<file path="src/isr_pkg.sv">
// Purpose: shared constants for the instrument status reporting block
// Assumes: one clock, commands arrive already decoded from the remote parser
// Notes: bit positions are those of the status, standard, operation and questionable sets
package isr_pkg;
	// status byte summary bit positions
	localparam int SB_EAV = 2;
	localparam int SB_QSB = 3;
	localparam int SB_MAV = 4;
	localparam int SB_ESB = 5;
	localparam int SB_MSS = 6;
	localparam int SB_OSB = 7;
	// standard event bit positions
	localparam int SE_OPC = 0;
	localparam int SE_QYE = 2;
	localparam int SE_DSE = 3;
	localparam int SE_EXE = 4;
	localparam int SE_CME = 5;
	localparam int SE_PON = 7;
	// operation bit positions
	localparam int OP_WAIT_EVENT_WAIT_FLAG = 5;
	localparam int OP_WAIT_ARM = 6;
	localparam int OP_IDLE = 10;
	localparam int OP_INTERLOCK = 12;
	// questionable bit positions
	localparam int QU_CURRENT_CAP = 0;
	localparam int QU_VOLT_COMPL = 1;
	localparam int QU_CAL_FAULT = 8;
	localparam int QU_LINK_LOST = 9;
	// reset values
	localparam logic [7:0] SE_RESET = 8'h80;
	localparam logic [7:0] MASK8_RESET = 8'h00;
	localparam logic [15:0] MASK16_RESET = 16'h0000;
	localparam logic [15:0] NO_ERROR = 16'h0000;
	// error code ranges, as signed 16-bit codes
	localparam logic signed [15:0] CME_HI = -16'sd100;
	localparam logic signed [15:0] CME_LO = -16'sd184;
	localparam logic signed [15:0] EXE_HI = -16'sd200;
	localparam logic signed [15:0] EXE_LO = -16'sd294;
	localparam logic signed [15:0] DSE_HI = -16'sd300;
	localparam logic signed [15:0] DSE_LO = -16'sd365;
	localparam logic signed [15:0] QYE_HI = -16'sd400;
	localparam logic signed [15:0] QYE_LO = -16'sd440;
	localparam int ERR_DEPTH = 16;
	// host commands, already decoded
	typedef enum logic [4:0] {
		CMD_READ_STATUS,
		CMD_WRITE_SRE,
		CMD_READ_SRE,
		CMD_READ_ESR,
		CMD_WRITE_ESE,
		CMD_READ_ESE,
		CMD_READ_OPER_EVENT,
		CMD_READ_OPER_COND,
		CMD_WRITE_OPER_ENABLE,
		CMD_READ_OPER_ENABLE,
		CMD_READ_QUES_EVENT,
		CMD_READ_QUES_COND,
		CMD_WRITE_QUES_ENABLE,
		CMD_READ_QUES_ENABLE,
		CMD_CLEAR_STATUS,
		CMD_OP_COMPLETE,
		CMD_ERR_NEXT,
		CMD_ERR_ALL,
		CMD_ERR_CLEAR,
		CMD_ERR_COUNT
	} isr_cmd_e;
	typedef enum logic [0:0] {
		ST_IDLE,
		ST_DRAIN
	} isr_state_e;
endpackage : isr_pkg

</file>
<file path="src/isr_status_core.sv">
// Purpose: status byte, event register sets and error queue of a remote instrument
// Assumes: commands are decoded upstream; condition inputs are synchronous to ref_clk
// Notes: every output is registered, so the status byte trails its sources by one cycle
// Contract
// - status byte summary bits follow their sources; clearing an event drops its summary
// - bit 4 shows a reply is waiting; clears when all replies are read
// - error-available bit stands while the error queue holds entries
// - bit 7 is any enabled operation event
// - bit 6 is any summary bit enabled by the request mask
// - status byte read changes nothing; master clears only via source or mask
// - service request output follows the master summary bit
// - bit 5 is any enabled standard event
// - bit 3 is any enabled questionable event
// - request mask is written and read back unchanged
// - standard event read returns then clears; its mask is writable and readable
// - standard bits: power-up 7, cmd 5, exec 4, device 3, query 2, done 0
// - command error flag set for uninterpretable commands
// - execution error flag set for out-of-bounds requests
// - query error flag set when reply data is lost
// - after the done command, done flag sets when no operation is pending
// - operation bits: interlock 12, idle 10, trigger wait 5
// - operation bit 6 is reserved and never sets
// - operation event read clears, condition read is live, mask is read/write
// - questionable bits: link 9, calibration 8, compliance 1, current cap 0
// - error queue is first-in first-out with next, all, clear and count
// - queued error code range sets standard bit 5, 4, 3 or 2
// - event bits latch, ignore repeats, clear only by read, clear status or power-up
// - each set's summary is the OR of event AND enable
`timescale 1ns/1ns
module isr_status_core #(
	parameter int ERR_DEPTH = isr_pkg::ERR_DEPTH
) (
	input wire logic ref_clk,
	input wire logic resetn,
	input wire logic cmd_valid,
	input wire isr_pkg::isr_cmd_e cmd_code,
	input wire logic [15:0] cmd_data,
	output logic cmd_ready,
	output logic reply_valid,
	output logic [15:0] reply_data,
	input wire logic reply_waiting_flag,
	input wire logic err_push,
	input wire logic [15:0] err_code,
	input wire logic reply_lost,
	input wire logic ops_pending,
	input wire logic interlock_open_flag,
	input wire logic trigger_idle,
	input wire logic event_wait_flag,
	input wire logic link_lost,
	input wire logic cal_fault,
	input wire logic voltage_compliance_reached,
	input wire logic current_cap_reached,
	output logic [7:0] summary_status_byte,
	output logic service_request
);
	localparam int CW = $clog2(ERR_DEPTH + 1);
	localparam int PW = (ERR_DEPTH > 1) ? $clog2(ERR_DEPTH) : 1;

	function automatic logic in_range(input logic [15:0] code, input logic signed [15:0] lo,
		input logic signed [15:0] hi);
		logic signed [15:0] c;
		c = signed'(code);
		in_range = (c >= lo) && (c <= hi);
	endfunction : in_range

	// state
	logic [7:0] request_enable_mask, next_request_enable_mask;
	logic [7:0] standard_event_flags, next_standard_event_flags;
	logic [7:0] standard_enable, next_standard_enable;
	logic [15:0] operation_event_flags, next_operation_event_flags;
	logic [15:0] operation_enable, next_operation_enable;
	logic [15:0] operation_cond_prev, next_operation_cond_prev;
	logic [15:0] questionable_event_flags, next_questionable_event_flags;
	logic [15:0] questionable_enable, next_questionable_enable;
	logic [15:0] questionable_cond_prev, next_questionable_cond_prev;
	logic done_armed, next_done_armed;
	logic [15:0] err_mem [ERR_DEPTH];
	logic [PW-1:0] err_rd, next_err_rd;
	logic [PW-1:0] err_wr, next_err_wr;
	logic [CW-1:0] err_count, next_err_count;
	isr_pkg::isr_state_e state, next_state;
	logic next_cmd_ready;
	logic next_reply_valid;
	logic [15:0] next_reply_data;
	logic [7:0] next_summary_status_byte;
	logic next_service_request;

	// live conditions and summaries
	logic [15:0] operation_cond;
	logic [15:0] questionable_cond;
	logic operation_summary_flag;
	logic standard_summary_flag;
	logic questionable_summary_flag;
	logic err_available;
	logic master_summary_flag;
	logic [7:0] status_now;
	logic take;
	logic pop;
	logic push_ok;
	logic clear_q;
	logic [7:0] err_std_set;

	always_comb begin
		operation_cond = 16'h0000;
		operation_cond[isr_pkg::OP_INTERLOCK] = interlock_open_flag;
		operation_cond[isr_pkg::OP_IDLE] = trigger_idle;
		operation_cond[isr_pkg::OP_WAIT_EVENT_WAIT_FLAG] = event_wait_flag;
		operation_cond[isr_pkg::OP_WAIT_ARM] = 1'b0;
		questionable_cond = 16'h0000;
		questionable_cond[isr_pkg::QU_LINK_LOST] = link_lost;
		questionable_cond[isr_pkg::QU_CAL_FAULT] = cal_fault;
		questionable_cond[isr_pkg::QU_VOLT_COMPL] = voltage_compliance_reached;
		questionable_cond[isr_pkg::QU_CURRENT_CAP] = current_cap_reached;
	end

	// summaries are pure gates on the latched events, never held on their own
	always_comb begin
		operation_summary_flag = |(operation_event_flags & operation_enable);
		standard_summary_flag = |(standard_event_flags & standard_enable);
		questionable_summary_flag = |(questionable_event_flags & questionable_enable);
		err_available = (err_count != '0);
		status_now = 8'h00;
		status_now[isr_pkg::SB_OSB] = operation_summary_flag;
		status_now[isr_pkg::SB_ESB] = standard_summary_flag;
		status_now[isr_pkg::SB_MAV] = reply_waiting_flag;
		status_now[isr_pkg::SB_QSB] = questionable_summary_flag;
		status_now[isr_pkg::SB_EAV] = err_available;
		// the master bit itself is excluded from its own source
		master_summary_flag = |(status_now & request_enable_mask);
		status_now[isr_pkg::SB_MSS] = master_summary_flag;
	end

	// error code classification onto standard bits
	always_comb begin
		err_std_set = 8'h00;
		if (err_push) begin
			err_std_set[isr_pkg::SE_CME] =
				in_range(err_code, isr_pkg::CME_LO, isr_pkg::CME_HI);
			err_std_set[isr_pkg::SE_EXE] =
				in_range(err_code, isr_pkg::EXE_LO, isr_pkg::EXE_HI);
			err_std_set[isr_pkg::SE_DSE] = in_range(err_code, isr_pkg::DSE_LO, isr_pkg::DSE_HI);
			err_std_set[isr_pkg::SE_QYE] = in_range(err_code, isr_pkg::QYE_LO, isr_pkg::QYE_HI);
		end
	end

	// command handling and event registers
	always_comb begin
		take = cmd_valid && cmd_ready;
		pop = 1'b0;
		next_state = state;
		next_cmd_ready = 1'b1;
		next_reply_valid = 1'b0;
		next_reply_data = reply_data;
		next_request_enable_mask = request_enable_mask;
		next_standard_enable = standard_enable;
		next_operation_enable = operation_enable;
		next_questionable_enable = questionable_enable;
		next_standard_event_flags = standard_event_flags;
		next_operation_event_flags = operation_event_flags;
		next_questionable_event_flags = questionable_event_flags;
		next_operation_cond_prev = operation_cond;
		next_questionable_cond_prev = questionable_cond;
		next_done_armed = done_armed;
		if (take) begin
			next_reply_valid = 1'b1;
			unique case (cmd_code)
				isr_pkg::CMD_READ_STATUS: next_reply_data = {8'h00, status_now};
				isr_pkg::CMD_WRITE_SRE: begin
					next_request_enable_mask = cmd_data[7:0];
					next_reply_valid = 1'b0;
				end
				isr_pkg::CMD_READ_SRE: next_reply_data = {8'h00, request_enable_mask};
				isr_pkg::CMD_READ_ESR: begin
					next_reply_data = {8'h00, standard_event_flags};
					next_standard_event_flags = 8'h00;
				end
				isr_pkg::CMD_WRITE_ESE: begin
					next_standard_enable = cmd_data[7:0];
					next_reply_valid = 1'b0;
				end
				isr_pkg::CMD_READ_ESE: next_reply_data = {8'h00, standard_enable};
				isr_pkg::CMD_READ_OPER_EVENT: begin
					next_reply_data = operation_event_flags;
					next_operation_event_flags = 16'h0000;
				end
				isr_pkg::CMD_READ_OPER_COND: next_reply_data = operation_cond;
				isr_pkg::CMD_WRITE_OPER_ENABLE: begin
					next_operation_enable = cmd_data;
					next_reply_valid = 1'b0;
				end
				isr_pkg::CMD_READ_OPER_ENABLE: next_reply_data = operation_enable;
				isr_pkg::CMD_READ_QUES_EVENT: begin
					next_reply_data = questionable_event_flags;
					next_questionable_event_flags = 16'h0000;
				end
				isr_pkg::CMD_READ_QUES_COND: next_reply_data = questionable_cond;
				isr_pkg::CMD_WRITE_QUES_ENABLE: begin
					next_questionable_enable = cmd_data;
					next_reply_valid = 1'b0;
				end
				isr_pkg::CMD_READ_QUES_ENABLE: next_reply_data = questionable_enable;
				isr_pkg::CMD_CLEAR_STATUS: begin
					// clear status empties the error queue as well
					next_standard_event_flags = 8'h00;
					next_operation_event_flags = 16'h0000;
					next_questionable_event_flags = 16'h0000;
					next_reply_valid = 1'b0;
				end
				isr_pkg::CMD_OP_COMPLETE: begin
					next_done_armed = 1'b1;
					next_reply_valid = 1'b0;
				end
				isr_pkg::CMD_ERR_NEXT: begin
					next_reply_data = err_available ? err_mem[err_rd] : isr_pkg::NO_ERROR;
					pop = err_available;
				end
				isr_pkg::CMD_ERR_ALL: begin
					next_reply_data = err_available ? err_mem[err_rd] : isr_pkg::NO_ERROR;
					pop = err_available;
					if (err_count > CW'(1)) begin
						next_state = isr_pkg::ST_DRAIN;
						next_cmd_ready = 1'b0;
					end
				end
				isr_pkg::CMD_ERR_CLEAR: begin
					next_reply_valid = 1'b0;
				end
				isr_pkg::CMD_ERR_COUNT: next_reply_data = 16'(err_count);
			endcase
		end else if (state == isr_pkg::ST_DRAIN) begin
			// one entry per cycle until the queue is empty; commands wait meanwhile
			next_reply_valid = 1'b1;
			next_reply_data = err_mem[err_rd];
			pop = 1'b1;
			next_cmd_ready = (err_count == CW'(1));
			if (err_count == CW'(1)) begin
				next_state = isr_pkg::ST_IDLE;
			end else begin
				next_cmd_ready = 1'b0;
			end
		end
		// sets are applied after clears so an event in the clearing cycle survives
		next_operation_event_flags = next_operation_event_flags |
			(operation_cond & ~operation_cond_prev);
		next_questionable_event_flags = next_questionable_event_flags |
			(questionable_cond & ~questionable_cond_prev);
		next_standard_event_flags = next_standard_event_flags | err_std_set;
		next_standard_event_flags[isr_pkg::SE_QYE] =
			next_standard_event_flags[isr_pkg::SE_QYE] | reply_lost;
		if (done_armed && !ops_pending) begin
			next_standard_event_flags[isr_pkg::SE_OPC] = 1'b1;
			next_done_armed = 1'b0;
		end
		next_operation_event_flags[isr_pkg::OP_WAIT_ARM] = 1'b0;
		next_summary_status_byte = status_now;
		next_service_request = master_summary_flag;
	end

	// error queue pointers; a full queue drops the newcomer, keeping the oldest
	always_comb begin
		clear_q = take && (cmd_code == isr_pkg::CMD_ERR_CLEAR ||
			cmd_code == isr_pkg::CMD_CLEAR_STATUS);
		// a clear frees room, so a push in the clearing cycle is never dropped
		push_ok = err_push && (clear_q || err_count != CW'(ERR_DEPTH));
		next_err_rd = err_rd;
		next_err_wr = err_wr;
		if (pop) begin
			next_err_rd = (err_rd == PW'(ERR_DEPTH - 1)) ? '0 : err_rd + PW'(1);
		end
		if (push_ok) begin
			next_err_wr = (err_wr == PW'(ERR_DEPTH - 1)) ? '0 : err_wr + PW'(1);
		end
		if (clear_q) begin
			// a push in the clearing cycle still lands in the emptied queue
			next_err_rd = err_wr;
			next_err_wr = push_ok ? next_err_wr : err_wr;
			next_err_count = push_ok ? CW'(1) : '0;
		end else begin
			next_err_count = err_count + CW'(push_ok) - CW'(pop);
		end
	end

	always_ff @(posedge ref_clk) begin
		if (push_ok) begin
			err_mem[err_wr] <= err_code;
		end
	end

	always_ff @(posedge ref_clk or negedge resetn) begin
		if (!resetn) begin
			state <= isr_pkg::ST_IDLE;
			cmd_ready <= 1'b0;
			reply_valid <= 1'b0;
			reply_data <= 16'h0000;
			request_enable_mask <= isr_pkg::MASK8_RESET;
			standard_enable <= isr_pkg::MASK8_RESET;
			operation_enable <= isr_pkg::MASK16_RESET;
			questionable_enable <= isr_pkg::MASK16_RESET;
			standard_event_flags <= isr_pkg::SE_RESET;
			operation_event_flags <= 16'h0000;
			questionable_event_flags <= 16'h0000;
			operation_cond_prev <= 16'h0000;
			questionable_cond_prev <= 16'h0000;
			done_armed <= 1'b0;
			err_rd <= '0;
			err_wr <= '0;
			err_count <= '0;
			summary_status_byte <= 8'h00;
			service_request <= 1'b0;
		end else begin
			state <= next_state;
			cmd_ready <= next_cmd_ready;
			reply_valid <= next_reply_valid;
			reply_data <= next_reply_data;
			request_enable_mask <= next_request_enable_mask;
			standard_enable <= next_standard_enable;
			operation_enable <= next_operation_enable;
			questionable_enable <= next_questionable_enable;
			standard_event_flags <= next_standard_event_flags;
			operation_event_flags <= next_operation_event_flags;
			questionable_event_flags <= next_questionable_event_flags;
			operation_cond_prev <= next_operation_cond_prev;
			questionable_cond_prev <= next_questionable_cond_prev;
			done_armed <= next_done_armed;
			err_rd <= next_err_rd;
			err_wr <= next_err_wr;
			err_count <= next_err_count;
			summary_status_byte <= next_summary_status_byte;
			service_request <= next_service_request;
		end
	end
endmodule : isr_status_core

</file>
<file path="config.mk">
export PLATFORM = sky130hd
export DESIGN_NAME = isr_status_core
export DESIGN_NICKNAME = d
export VERILOG_FILES = /design/src/isr_pkg.sv /design/src/isr_status_core.sv
export SDC_FILE = /design/constraint.sdc
export NUM_CORES = 1
export LEC_CHECK = 0
export CAP_MARGIN = 20
export CORE_MARGIN = 2
export CORE_UTILIZATION = 35
export DETAILED_ROUTE_END_ITERATION = 8
export DONT_BUFFER_PORTS = 1
export GPL_ROUTABILITY_DRIVEN = 0
export GPL_TIMING_DRIVEN = 0
export PLACE_DENSITY_LB_ADDON = 0.3
export RECOVER_POWER = 100
export SYNTH_ARGS = -nofsm -noshare
export SYNTH_HDL_FRONTEND = slang
export SYNTH_SLANG_ARGS = --single-unit
</file>
<file path="constraint.sdc">
create_clock -name ref_clk -period 9.1 [get_ports ref_clk]
set_input_delay 1.82 -clock ref_clk [delete_from_list [all_inputs] [get_ports ref_clk]]
set_output_delay 1.82 -clock ref_clk [all_outputs]
set_load 0.005 [all_outputs]
</file>
==> flow_summary.json, run 1 <==
{
  "violations": "max-capacitance violations, max-slew violations",
  "fin_nets": 1082,
  "crit_path_end": "err_mem[5][14]",
  "final_hold_viol_count": 0,
  "worst_slack_ns": 3.256,
  "ys_types": 79,
  "cp.arrival_ns": 6.02,
  "hold_buffers": 0,
  "ys_ff_latch": 363,
  "clkTransAtPathRegs_ns": 0.06,
  "routed_wl_um": 40850,
  "crit_fanout": 9,
  "timing.final.crit_share_pct": 64.22,
  "yosysMostFrequentCell": "edfxtp_1",
  "synth_top_area_cell": "edfxtp_1",
  "drc_errors": 0,
  "worst_slew_pin_slew_ns": 1.580,
  "clk_path_buf_depth": 3,
  "rows": 77,
  "dieArea_mm2": 0.04589,
  "first_pass_iters": 6,
  "rsz0062_at_grt": "no",
  "hold_start": "questionable_cond_prev[0]",
  "drive_gt1_share_pct": 19.71,
  "relSlewSlack_pct": -5.408,
  "worst_hold_path.num_cells": 1,
  "grt_pass1_wl_um": 61070,
  "insertion_delay_ns": 0.57,
  "fmax_ghz": 0.1711,
  "p_per_area_mw_per_mm2": 290.7,
  "syn_area_per_cell_um2": 16.28,
  "path_depth": 8,
  "end_kind": "register",
  "multi_input_area_mm2": 0.004702,
  "skew_ns": 0.01786,
  "synth_edf_count": 256,
  "grt_pass1_vias": 9217,
  "status": "finished, violations left",
  "postCtsSetupBuffers": 0,
  "tritoncts": "yes",
  "cts_resized": 0,
  "async_flop_share_pct": 29.48,
  "grt_max_degree": 108,
  "crit_path_start": "cmd_code[3]",
  "setup-tns-final_ns": 0,
  "vias": 8982,
  "ant_nets": 0,
  "cp-start-kind": "input port",
  "die_x_um": 214.2,
  "portBuffers": 0,
  "required_ns": 9.28,
  "hold_class": "reg2reg",
  "period_needed_ns": 5.844,
  "rrSetupSlack_ns": 4.54,
  "synthTopCellsByArea": "edfxtp_1, dfrtp_1, mux4_2",
  "maxCapViolCount": 1,
  "cts_sinks": 363,
  "cts_buffers": 40,
  "grt_usage_pct": 17.85,
  "antenna_found_initial": 1,
  "setup_viol": 0,
  "peakVddDrop_mv": 0.1350,
  "crit_chain": "clkbuf_1 -> or3b_1 -> a211oi_1 -> o21a_1 -> clkinvlp_2 -> nor3b_1 -> and2_0 -> clkbuf_1",
  "synth_flop_cell": "edfxtp_1",
  "cpPeakStageDelay_ns": 0.76,
  "path_common_cell": "clkbuf_1",
  "gr-total-overflow": 0,
  "cts-root-buf": "clkbuf_16",
  "critPathBufInv": 3,
  "reg2reg_depth": 7,
  "seqCellArea_mm2": 0.01037,
  "wl_per_cell_um": 24.94,
  "path_delay_family": "simple AND/OR/NAND/NOR gates",
  "io_pins": 78,
  "hpwl_um": 28570,
  "r2r_end": "err_mem[5][14]",
  "path_class": "in2reg",
  "post-place-ws_ns": 4.331,
  "synthTopCellsByCount": "edfxtp_1, dfrtp_1, mux4_2",
  "synth_area_mm2": 0.01547,
  "syn_inst": 950,
  "die_h_um": 214.2,
  "synth_top_area_share_pct": 49.70,
  "cp_slowest_cell": "clkbuf_1",
  "nFillCells": 4066,
  "synth_warnings": 0,
  "via_per_inst": 5.484,
  "drt_iter0_markers": 934,
  "r2r_start": "cmd_ready",
  "p_leak_nw": 6.180,
  "initial_utilization_pct": 35.20,
  "areaGrowthSynthToFinish_pct": 13.24,
  "htreeDepth": 2,
  "synth_seq_area_share_pct": 67.03,
  "core_mm2": 0.04393,
  "slew_viol_final": 17
}
-- cells by family after synthesis --
| kind of cell | share of synthesized area (%) |
|---|---|
| other | 0.02425 |
| adder cells (fa/ha/maj) | 1.181 |
| multiplexers | 15.44 |
| buffers and inverters | 2.322 |
| AO/OA/AOI/OAI | 7.297 |
| XOR/XNOR | 0.2266 |
| AND/OR/NAND/NOR | 6.488 |
| flip-flops | 67.03 |
-- flip-flops by register name, summed over array words and instances (netlist names) --
name,flops
err_rd,4
reply_data,16
reply_valid,1
err_count,5
operation_enable,16
done_armed,1
operation_cond_prev,3
questionable_event_flags,4
standard_enable,8
questionable_cond_prev,4
summary_status_byte,6
err_mem,256
err_wr,4
request_enable_mask,8
state,1
questionable_enable,16
operation_event_flags,3
standard_event_flags,6
cmd_ready,1
-- worst min-delay path by stage --
stage | to | slack (ns)
floorplan | operation_event_flags[10] | 0.40
global placement | questionable_event_flags[8] | 0.41
detailed placement | questionable_event_flags[0] | 0.41
CTS | questionable_event_flags[0] | 0.42
global route | questionable_event_flags[0] | 0.45
finish | questionable_event_flags[0] | 0.42
-- metal layers --
metal  share of wire, %  global-route usage [%]  vias to the layer above
met4                2.0                   4.954                        0
met2                 49                   29.43                      290
met1                 42                   23.16                     4737
met5                  0                       0                        -
met3                7.6                   5.021                       62
li1                   -                       -                     3893
-- layout by cell type, fill, tap and decap left out, types with 12 or more instances in the layout --
cell type and n:
a22oi_1 15, clkbuf_16 41, mux2_2 52, dfrtp_1 106, nand3_1 14, buf_2 15, ha_1 13, inv_1 29
edfxtp_1 256, o21ai_0 30, clkbuf_1 60, nor2_1 29, a21oi_1 22, nand2_1 56, mux4_2 68, a221o_1 12
mux2i_1 27
-- report_power, final --
group | total (mW) | internal, mW | leakage (nW) | switching, mW
clock network | 1.57 | 0.913 | 0.615 | 0.654
logic | 1.35 | 0.600 | 1.94 | 0.755
registers | 2.17 | 2.02 | 3.62 | 0.148
-- metrics by stage --
stage	total power, mW	cell area, um2	hold slack (ns)	cells	util (%)
after global placement	3.543	16210	0.4087	1543	36.90
after CTS	5.185	17840	0.4207	1636	40.60
after global routing	5.327	17510	0.4513	1638	39.87
final	5.091	17510	0.4165	1638	39.87
after floorplan	3.123	15470	0.3996	951	-
after detailed placement	3.617	16570	0.4126	1566	37.72
-- layout make-up --
class	instances	share of cell area, %
multi-input combinational	508	26.85
inverter	32	0.6930
antenna	1	0.01429
timing repair buffer	24	0.5215
clock buffer	57	6.372
clock inverter	13	0.8358
buffer	48	1.300
tap	592	4.229
sequential	363	59.19
(Power assumes the default switching activity.)
==> run 2, diff against run 1 <==
--- a/config.mk
+++ b/config.mk
@@ -5,6 +5,7 @@
 export SDC_FILE = /design/constraint.sdc
 export NUM_CORES = 1
 export LEC_CHECK = 0
+export ABC_AREA = 1
 export CAP_MARGIN = 20
 export CORE_MARGIN = 2
 export CORE_UTILIZATION = 35
==> constraint.sdc (replaced) <==
create_clock -name ref_clk -period 5.8 [get_ports ref_clk]
set_input_delay 1.16 -clock ref_clk [delete_from_list [all_inputs] [get_ports ref_clk]]
set_output_delay 1.16 -clock ref_clk [all_outputs]
set_load 0.005 [all_outputs]
==> flow_summary.json, run 2 <==
{
  "status": "finished, violations left",
  "violations": "max-capacitance violations, max-slew violations",
  "synth_area_mm2": 0.01645,
  "synth_seq_area_share_pct": 63.01,
  "synth-compound-area-share_pct": 7.050,
  "fin_nets": 1843,
  "worst_slack_ns": 1.669,
  "relSlewSlack_pct": -5.471,
  "synthTopCellsByCount": "nand2_1, edfxtp_1, inv_1",
  "vias": 12430,
  "rrSetupSlack_ns": 2.33,
  "syn_area_per_cell_um2": 9.548,
  "tritoncts": "yes",
  "cpPeakStageDelay_ns": 0.73,
  "cts_sinks": 363,
  "grt_pass1_vias": 12010,
  "async_flop_share_pct": 29.48,
  "synth_edf_count": 256,
  "via_per_inst": 5.148,
  "htreeDepth": 2,
  "cts_resized": 0,
  "synth_top_area_share_pct": 46.73,
  "synthMuxAreaShare_pct": 0,
  "final_common_cell": "nand2_1",
  "synth_warnings": 0,
  "areaGrowthSynthToFinish_pct": 12.58,
  "final_hold_viol_count": 0,
  "post-place-ws_ns": 1.859,
  "synth_top_area_cell": "edfxtp_1",
  "clkTransAtPathRegs_ns": 0.07,
  "fin_cells": 2414,
  "required_ns": 5.96,
  "dieArea_mm2": 0.04876,
  "rsz0062_at_grt": "no",
  "peakVddDrop_mv": 0.2090,
  "crit_path_start": "cmd_code[4]",
  "ys_ff_latch": 363,
  "synth-simple-area-share_pct": 22.13,
  "drc_errors": 0,
  "path_class": "in2reg",
  "synthTopCellsByArea": "edfxtp_1, dfrtp_1, nand2_1",
  "die_h_um": 220.8,
  "worst_slew_pin_slew_ns": 1.576,
  "crit_path_end": "err_mem[10][0]",
  "initial_utilization_pct": 35.41,
  "gr-total-overflow": 0,
  "insertion_delay_ns": 0.54,
  "hold_buffers": 0,
  "regMostFlops": "err_mem",
  "cp-start-kind": "input port",
  "crit_fanout": 10,
  "clk_path_buf_depth": 3,
  "cts-root-buf": "clkbuf_16",
  "postCtsSetupBuffers": 0,
  "grt_pass1_wl_um": 71570,
  "r2r_end": "err_mem[10][0]",
  "syn_inst": 1723,
  "wl_per_cell_um": 19.44,
  "r2r_start": "cmd_ready",
  "p_per_area_mw_per_mm2": 465.8,
  "grt_usage_pct": 19.00,
  "synthAdderAreaFrac_pct": 1.110,
  "rows": 79,
  "setup_viol": 0,
  "hold_class": "in2async",
  "synth_top_family_by_area": "simple AND/OR/NAND/NOR gates",
  "yosysMostFrequentCell": "nand2_1",
  "crit_chain": "clkbuf_1 -> inv_1 -> nand2_1 -> o21ai_0 -> nand2_1 -> nand3_1 -> nand2_1 -> inv_1 -> nand2_1 -> nor2_1 -> clkbuf_1",
  "largest_reg_flops": 256,
  "final_core_util_pct": 39.87,
  "core_mm2": 0.04646,
  "cp_slowest_cell": "clkbuf_1",
  "portBuffers": 0,
  "placed_cells": 2346,
  "grt_max_degree": 108,
  "die_x_um": 220.8,
  "drive_gt1_share_pct": 5.648,
  "cts_buffers": 37,
  "synthXorXnorAreaFrac_pct": 0.1597,
  "fmax_ghz": 0.2421,
  "slew_viol_final": 17,
  "maxCapViolCount": 1,
  "ys_types": 44,
  "ant_nets": 0,
  "first_pass_iters": 5,
  "setup-tns-final_ns": 0,
  "reg2reg_depth": 9,
  "skew_ns": 0.01845,
  "routed_wl_um": 46930,
  "drt_iter0_markers": 1253,
  "final_cell_mix": "nand2_1, edfxtp_1, inv_1",
  "synth_flop_cell": "edfxtp_1",
  "p_leak_nw": 7.751,
  "antenna_found_initial": 1,
  "end_kind": "register",
  "timing.final.crit_share_pct": 71.23,
  "io_pins": 78,
  "path_common_cell": "nand2_1",
  "hpwl_um": 33170,
  "period_needed_ns": 4.131,
  "cp.arrival_ns": 4.29
}
run 2: cell types whose count changed in the layout (fill, tap and decap cells not counted), sizes merged, moves of 10 or more:
cell / before / now
o211ai: 3 / 34
a221o: 12 / 0
a22oi: 15 / 0
nand3: 14 / 172
mux4: 68 / 0
mux2: 52 / 0
nor2: 29 / 175
and2: 14 / 0
inv: 30 / 195
nand2: 56 / 503
nor4: 10 / 0
o21ai: 30 / 115
mux2i: 27 / 0
run 2: kinds of logic after synthesis:
| family | after synthesis |
|---|---|
| and+or+nand+nor | 871 |
| DFF | 363 |
| buffers and inverters | 272 |
| AOI/OAI and AO/OA | 199 |
| adders and majority gates | 14 |
| xor gates and xnor gates | 3 |
| other | 1 |
run 2: how the worst min path moves through the flow:
stage,from,to,slack (ns),cells past startpoint
floorplan,operation_cond_prev[10],operation_event_flags[10],0.41,1
global placement,questionable_cond_prev[8],questionable_event_flags[8],0.42,1
detailed placement,questionable_cond_prev[8],questionable_event_flags[8],0.42,1
CTS,resetn,reply_data[0],0.30,0
global route,resetn,operation_enable[12],0.30,0
finish,resetn,summary_status_byte[4],0.32,0
run 2: layout make-up:
class | instances | area [um2]
diodes | 1 | 2.502
inverters | 198 | 743.2
repair buffers | 15 | 56.30
multi-input cells | 1089 | 4971
plain buffers | 74 | 311.5
clock buffers | 48 | 1008
clock inverters | 19 | 302.8
flip-flops and latches | 363 | 10370
fillers | 4547 | 27940
well taps | 607 | 759.5
run 2: report_power, final:
group	internal, mW	leakage [nW]	total [mW]	switching (mW)
registers	3.18	3.60	3.41	0.224
logic	0.745	3.51	2.63	1.88
clock network	1.59	0.638	2.60	1.01
run 2: layer usage:
metal	part of all wire, %	global-route usage, %	vias to the layer above
met2	46	30.27	449
met4	3.5	6.950	0
met3	7.6	3.837	90
met1	43	25.71	6076
met5	0	0	-
li1	-	-	5812
run 2: through the flow:
step	hold slack, ns	cell area (um2)	total power [mW]
2_1_floorplan	0.4096	16460	5.118
3_3_place_gp	0.4169	17220	6.043
3_5_place_dp	0.4241	17490	6.145
4_1_cts	0.3045	18800	8.734
5_1_grt	0.3019	18520	9.108
6_report	0.3203	18520	8.628
run 2: worst max-delay path: cells and delay by family:
kind            cells  cell delay [ns]
compound gates      1             0.29
buf+inv             4             1.38
simple gates        6             1.44
==> run 3, diff against run 2 <==
==> constraint.sdc (replaced) <==
create_clock -name ref_clk -period 3.7 [get_ports ref_clk]
set_input_delay 0.74 -clock ref_clk [delete_from_list [all_inputs] [get_ports ref_clk]]
set_output_delay 0.74 -clock ref_clk [all_outputs]
set_load 0.005 [all_outputs]
==> flow_summary.json, run 3 (synthesis gave the netlist of run 2 again) <==
{
  "grt_pass1_vias": 12000,
  "wl_per_cell_um": 19.49,
  "final_hold_viol_count": 0,
  "die_x_um": 220.8,
  "grt_usage_pct": 19.05,
  "final_cell_area_mm2": 0.01861,
  "drt_iter0_markers": 1211,
  "io_pins": 78,
  "status": "finished, violations left",
  "vias": 12360,
  "cts_sinks": 363,
  "post-place-ws_ns": 0.1792,
  "path_delay_family": "simple AND/OR/NAND/NOR gates",
  "fin_nets": 1844,
  "cp.arrival_ns": 3.63,
  "drc_errors": 0,
  "dieArea_mm2": 0.04876,
  "crit_fanout": 10,
  "cts_buffers": 37,
  "crit_chain": "clkbuf_1 -> inv_1 -> nand2_1 -> o21ai_0 -> nand2_1 -> nand3_1 -> nand2_1 -> nor2_1 -> inv_1 -> nor2_1 -> clkbuf_2",
  "path_class": "in2reg",
  "tritoncts": "yes",
  "rsz0062_at_grt": "no",
  "placed_area_mm2": 0.01749,
  "cpPeakStageDelay_ns": 0.72,
  "final_cell_mix": "nand2_1, edfxtp_1, inv_1",
  "required_ns": 3.89,
  "final_common_cell": "nand2_1",
  "antenna_found_initial": 1,
  "period_needed_ns": 3.435,
  "setup-tns-final_ns": 0,
  "initial_utilization_pct": 35.41,
  "regMostFlops": "err_mem",
  "worst_slack_ns": 0.2652,
  "cts-root-buf": "clkbuf_16",
  "p_per_area_mw_per_mm2": 728.8,
  "grt_pass1_wl_um": 71710,
  "routed.top_layer": "met4",
  "violations": "max-capacitance violations, max-slew violations",
  "dr_wl_met3_um": 3498,
  "rows": 79,
  "die_h_um": 220.8,
  "cp-start-kind": "input port",
  "hold_class": "in2async",
  "postCtsSetupBuffers": 0,
  "first_pass_iters": 5,
  "grt_max_degree": 107,
  "routed_wl_um": 47080,
  "path_common_cell": "nand2_1",
  "portBuffers": 0,
  "met2_length_um": 21900,
  "via_per_inst": 5.118,
  "drive_gt1_share_pct": 6.419,
  "maxCapViolCount": 1,
  "htreeDepth": 2,
  "clk_path_buf_depth": 3,
  "p_leak_nw": 7.866,
  "setup_viol": 0,
  "cp_slowest_cell": "nor2_1",
  "largest_reg_flops": 256,
  "gr-total-overflow": 0,
  "insertion_delay_ns": 0.54,
  "relSlewSlack_pct": -80.85,
  "core_mm2": 0.04646,
  "slew_viol_final": 107,
  "end_kind": "register",
  "areaGrowthSynthToFinish_pct": 13.13,
  "wl_met1_um": 20210,
  "fmax_ghz": 0.2911,
  "nFillCells": 4530,
  "timing.final.crit_share_pct": 92.83,
  "clkTransAtPathRegs_ns": 0.06,
  "worst_slew_pin_slew_ns": 2.713,
  "hpwl_um": 33170,
  "critPathBufInv": 4,
  "skew_ns": 0.01752,
  "ant_nets": 0,
  "peakVddDrop_mv": 0.3343
}
run 3: routing by layer:
layer / vias to the layer above / global-route usage, %
met5: - / 0
met4: 0 / 6.928
met3: 81 / 3.837
met2: 389 / 30.34
met1: 6070 / 25.81
li1: 5821 / -
run 3: final cells by class:
cell class | instances | area (um2) | area share (%)
multi-input cells | 1089 | 4974 | 26.72
well taps | 607 | 759.5 | 4.081
inverters | 198 | 743.2 | 3.993
repair buffers | 16 | 143.9 | 0.7731
plain buffers | 74 | 311.5 | 1.674
clock inverters | 19 | 302.8 | 1.627
diodes | 1 | 2.502 | 0.01345
flip-flops and latches | 363 | 10370 | 55.70
clock buffers | 48 | 1008 | 5.419
run 3: repair_timing:
item,4_1_cts,5_1_grt
hold buffers,1,0
endpoints found under the hold margin,106,0
resized for setup,0,0
run 3: where the power goes:
group	leakage [nW]	internal, mW	switching [mW]
Combinational	3.63	1.19	2.98
Clock	0.638	2.49	1.57
Sequential	3.60	4.98	0.350
Total	7.87	8.66	4.90
run 3: path summary, 6_finish.rpt:
| path | start | end | slack, ns | cells after the start |
|---|---|---|---|---|
| setup / recovery | cmd_code[4] | err_mem[11][1] | 0.27 | 11 |
| hold / removal | resetn | standard_event_flags[7] | 0.06 | 0 |
| setup reg to reg | cmd_ready | err_mem[11][1] | 0.50 | 9 |
| hold reg to reg | questionable_cond_prev[9] | questionable_event_flags[9] | 0.43 | 1 |
| max in group asynchronous | resetn | err_count[4] | 1.05 | 1 |
| min in group ref_clk | cal_fault | questionable_cond_prev[8] | 0.23 | 0 |
run 3: worst register-to-register path: cells and delay by family (launching register included):
kind                   cells  cell delay [ns]
buffers and inverters      3             0.89
AND/OR/NAND/NOR            6             1.61
flip-flops                 1             0.36
run 3: stage by stage:
stage | std cells | power, mW | utilization, % | hold slack (ns)
floorplan | 1724 | 8.022 | - | 0.4096
global placement | 2331 | 9.472 | 37.06 | 0.4169
detailed placement | 2346 | 9.633 | 37.65 | 0.4241
CTS | 2414 | 13.72 | 40.53 | 0.04497
global route | 2415 | 14.33 | 40.06 | 0.04538
finish | 2415 | 13.56 | 40.06 | 0.05900
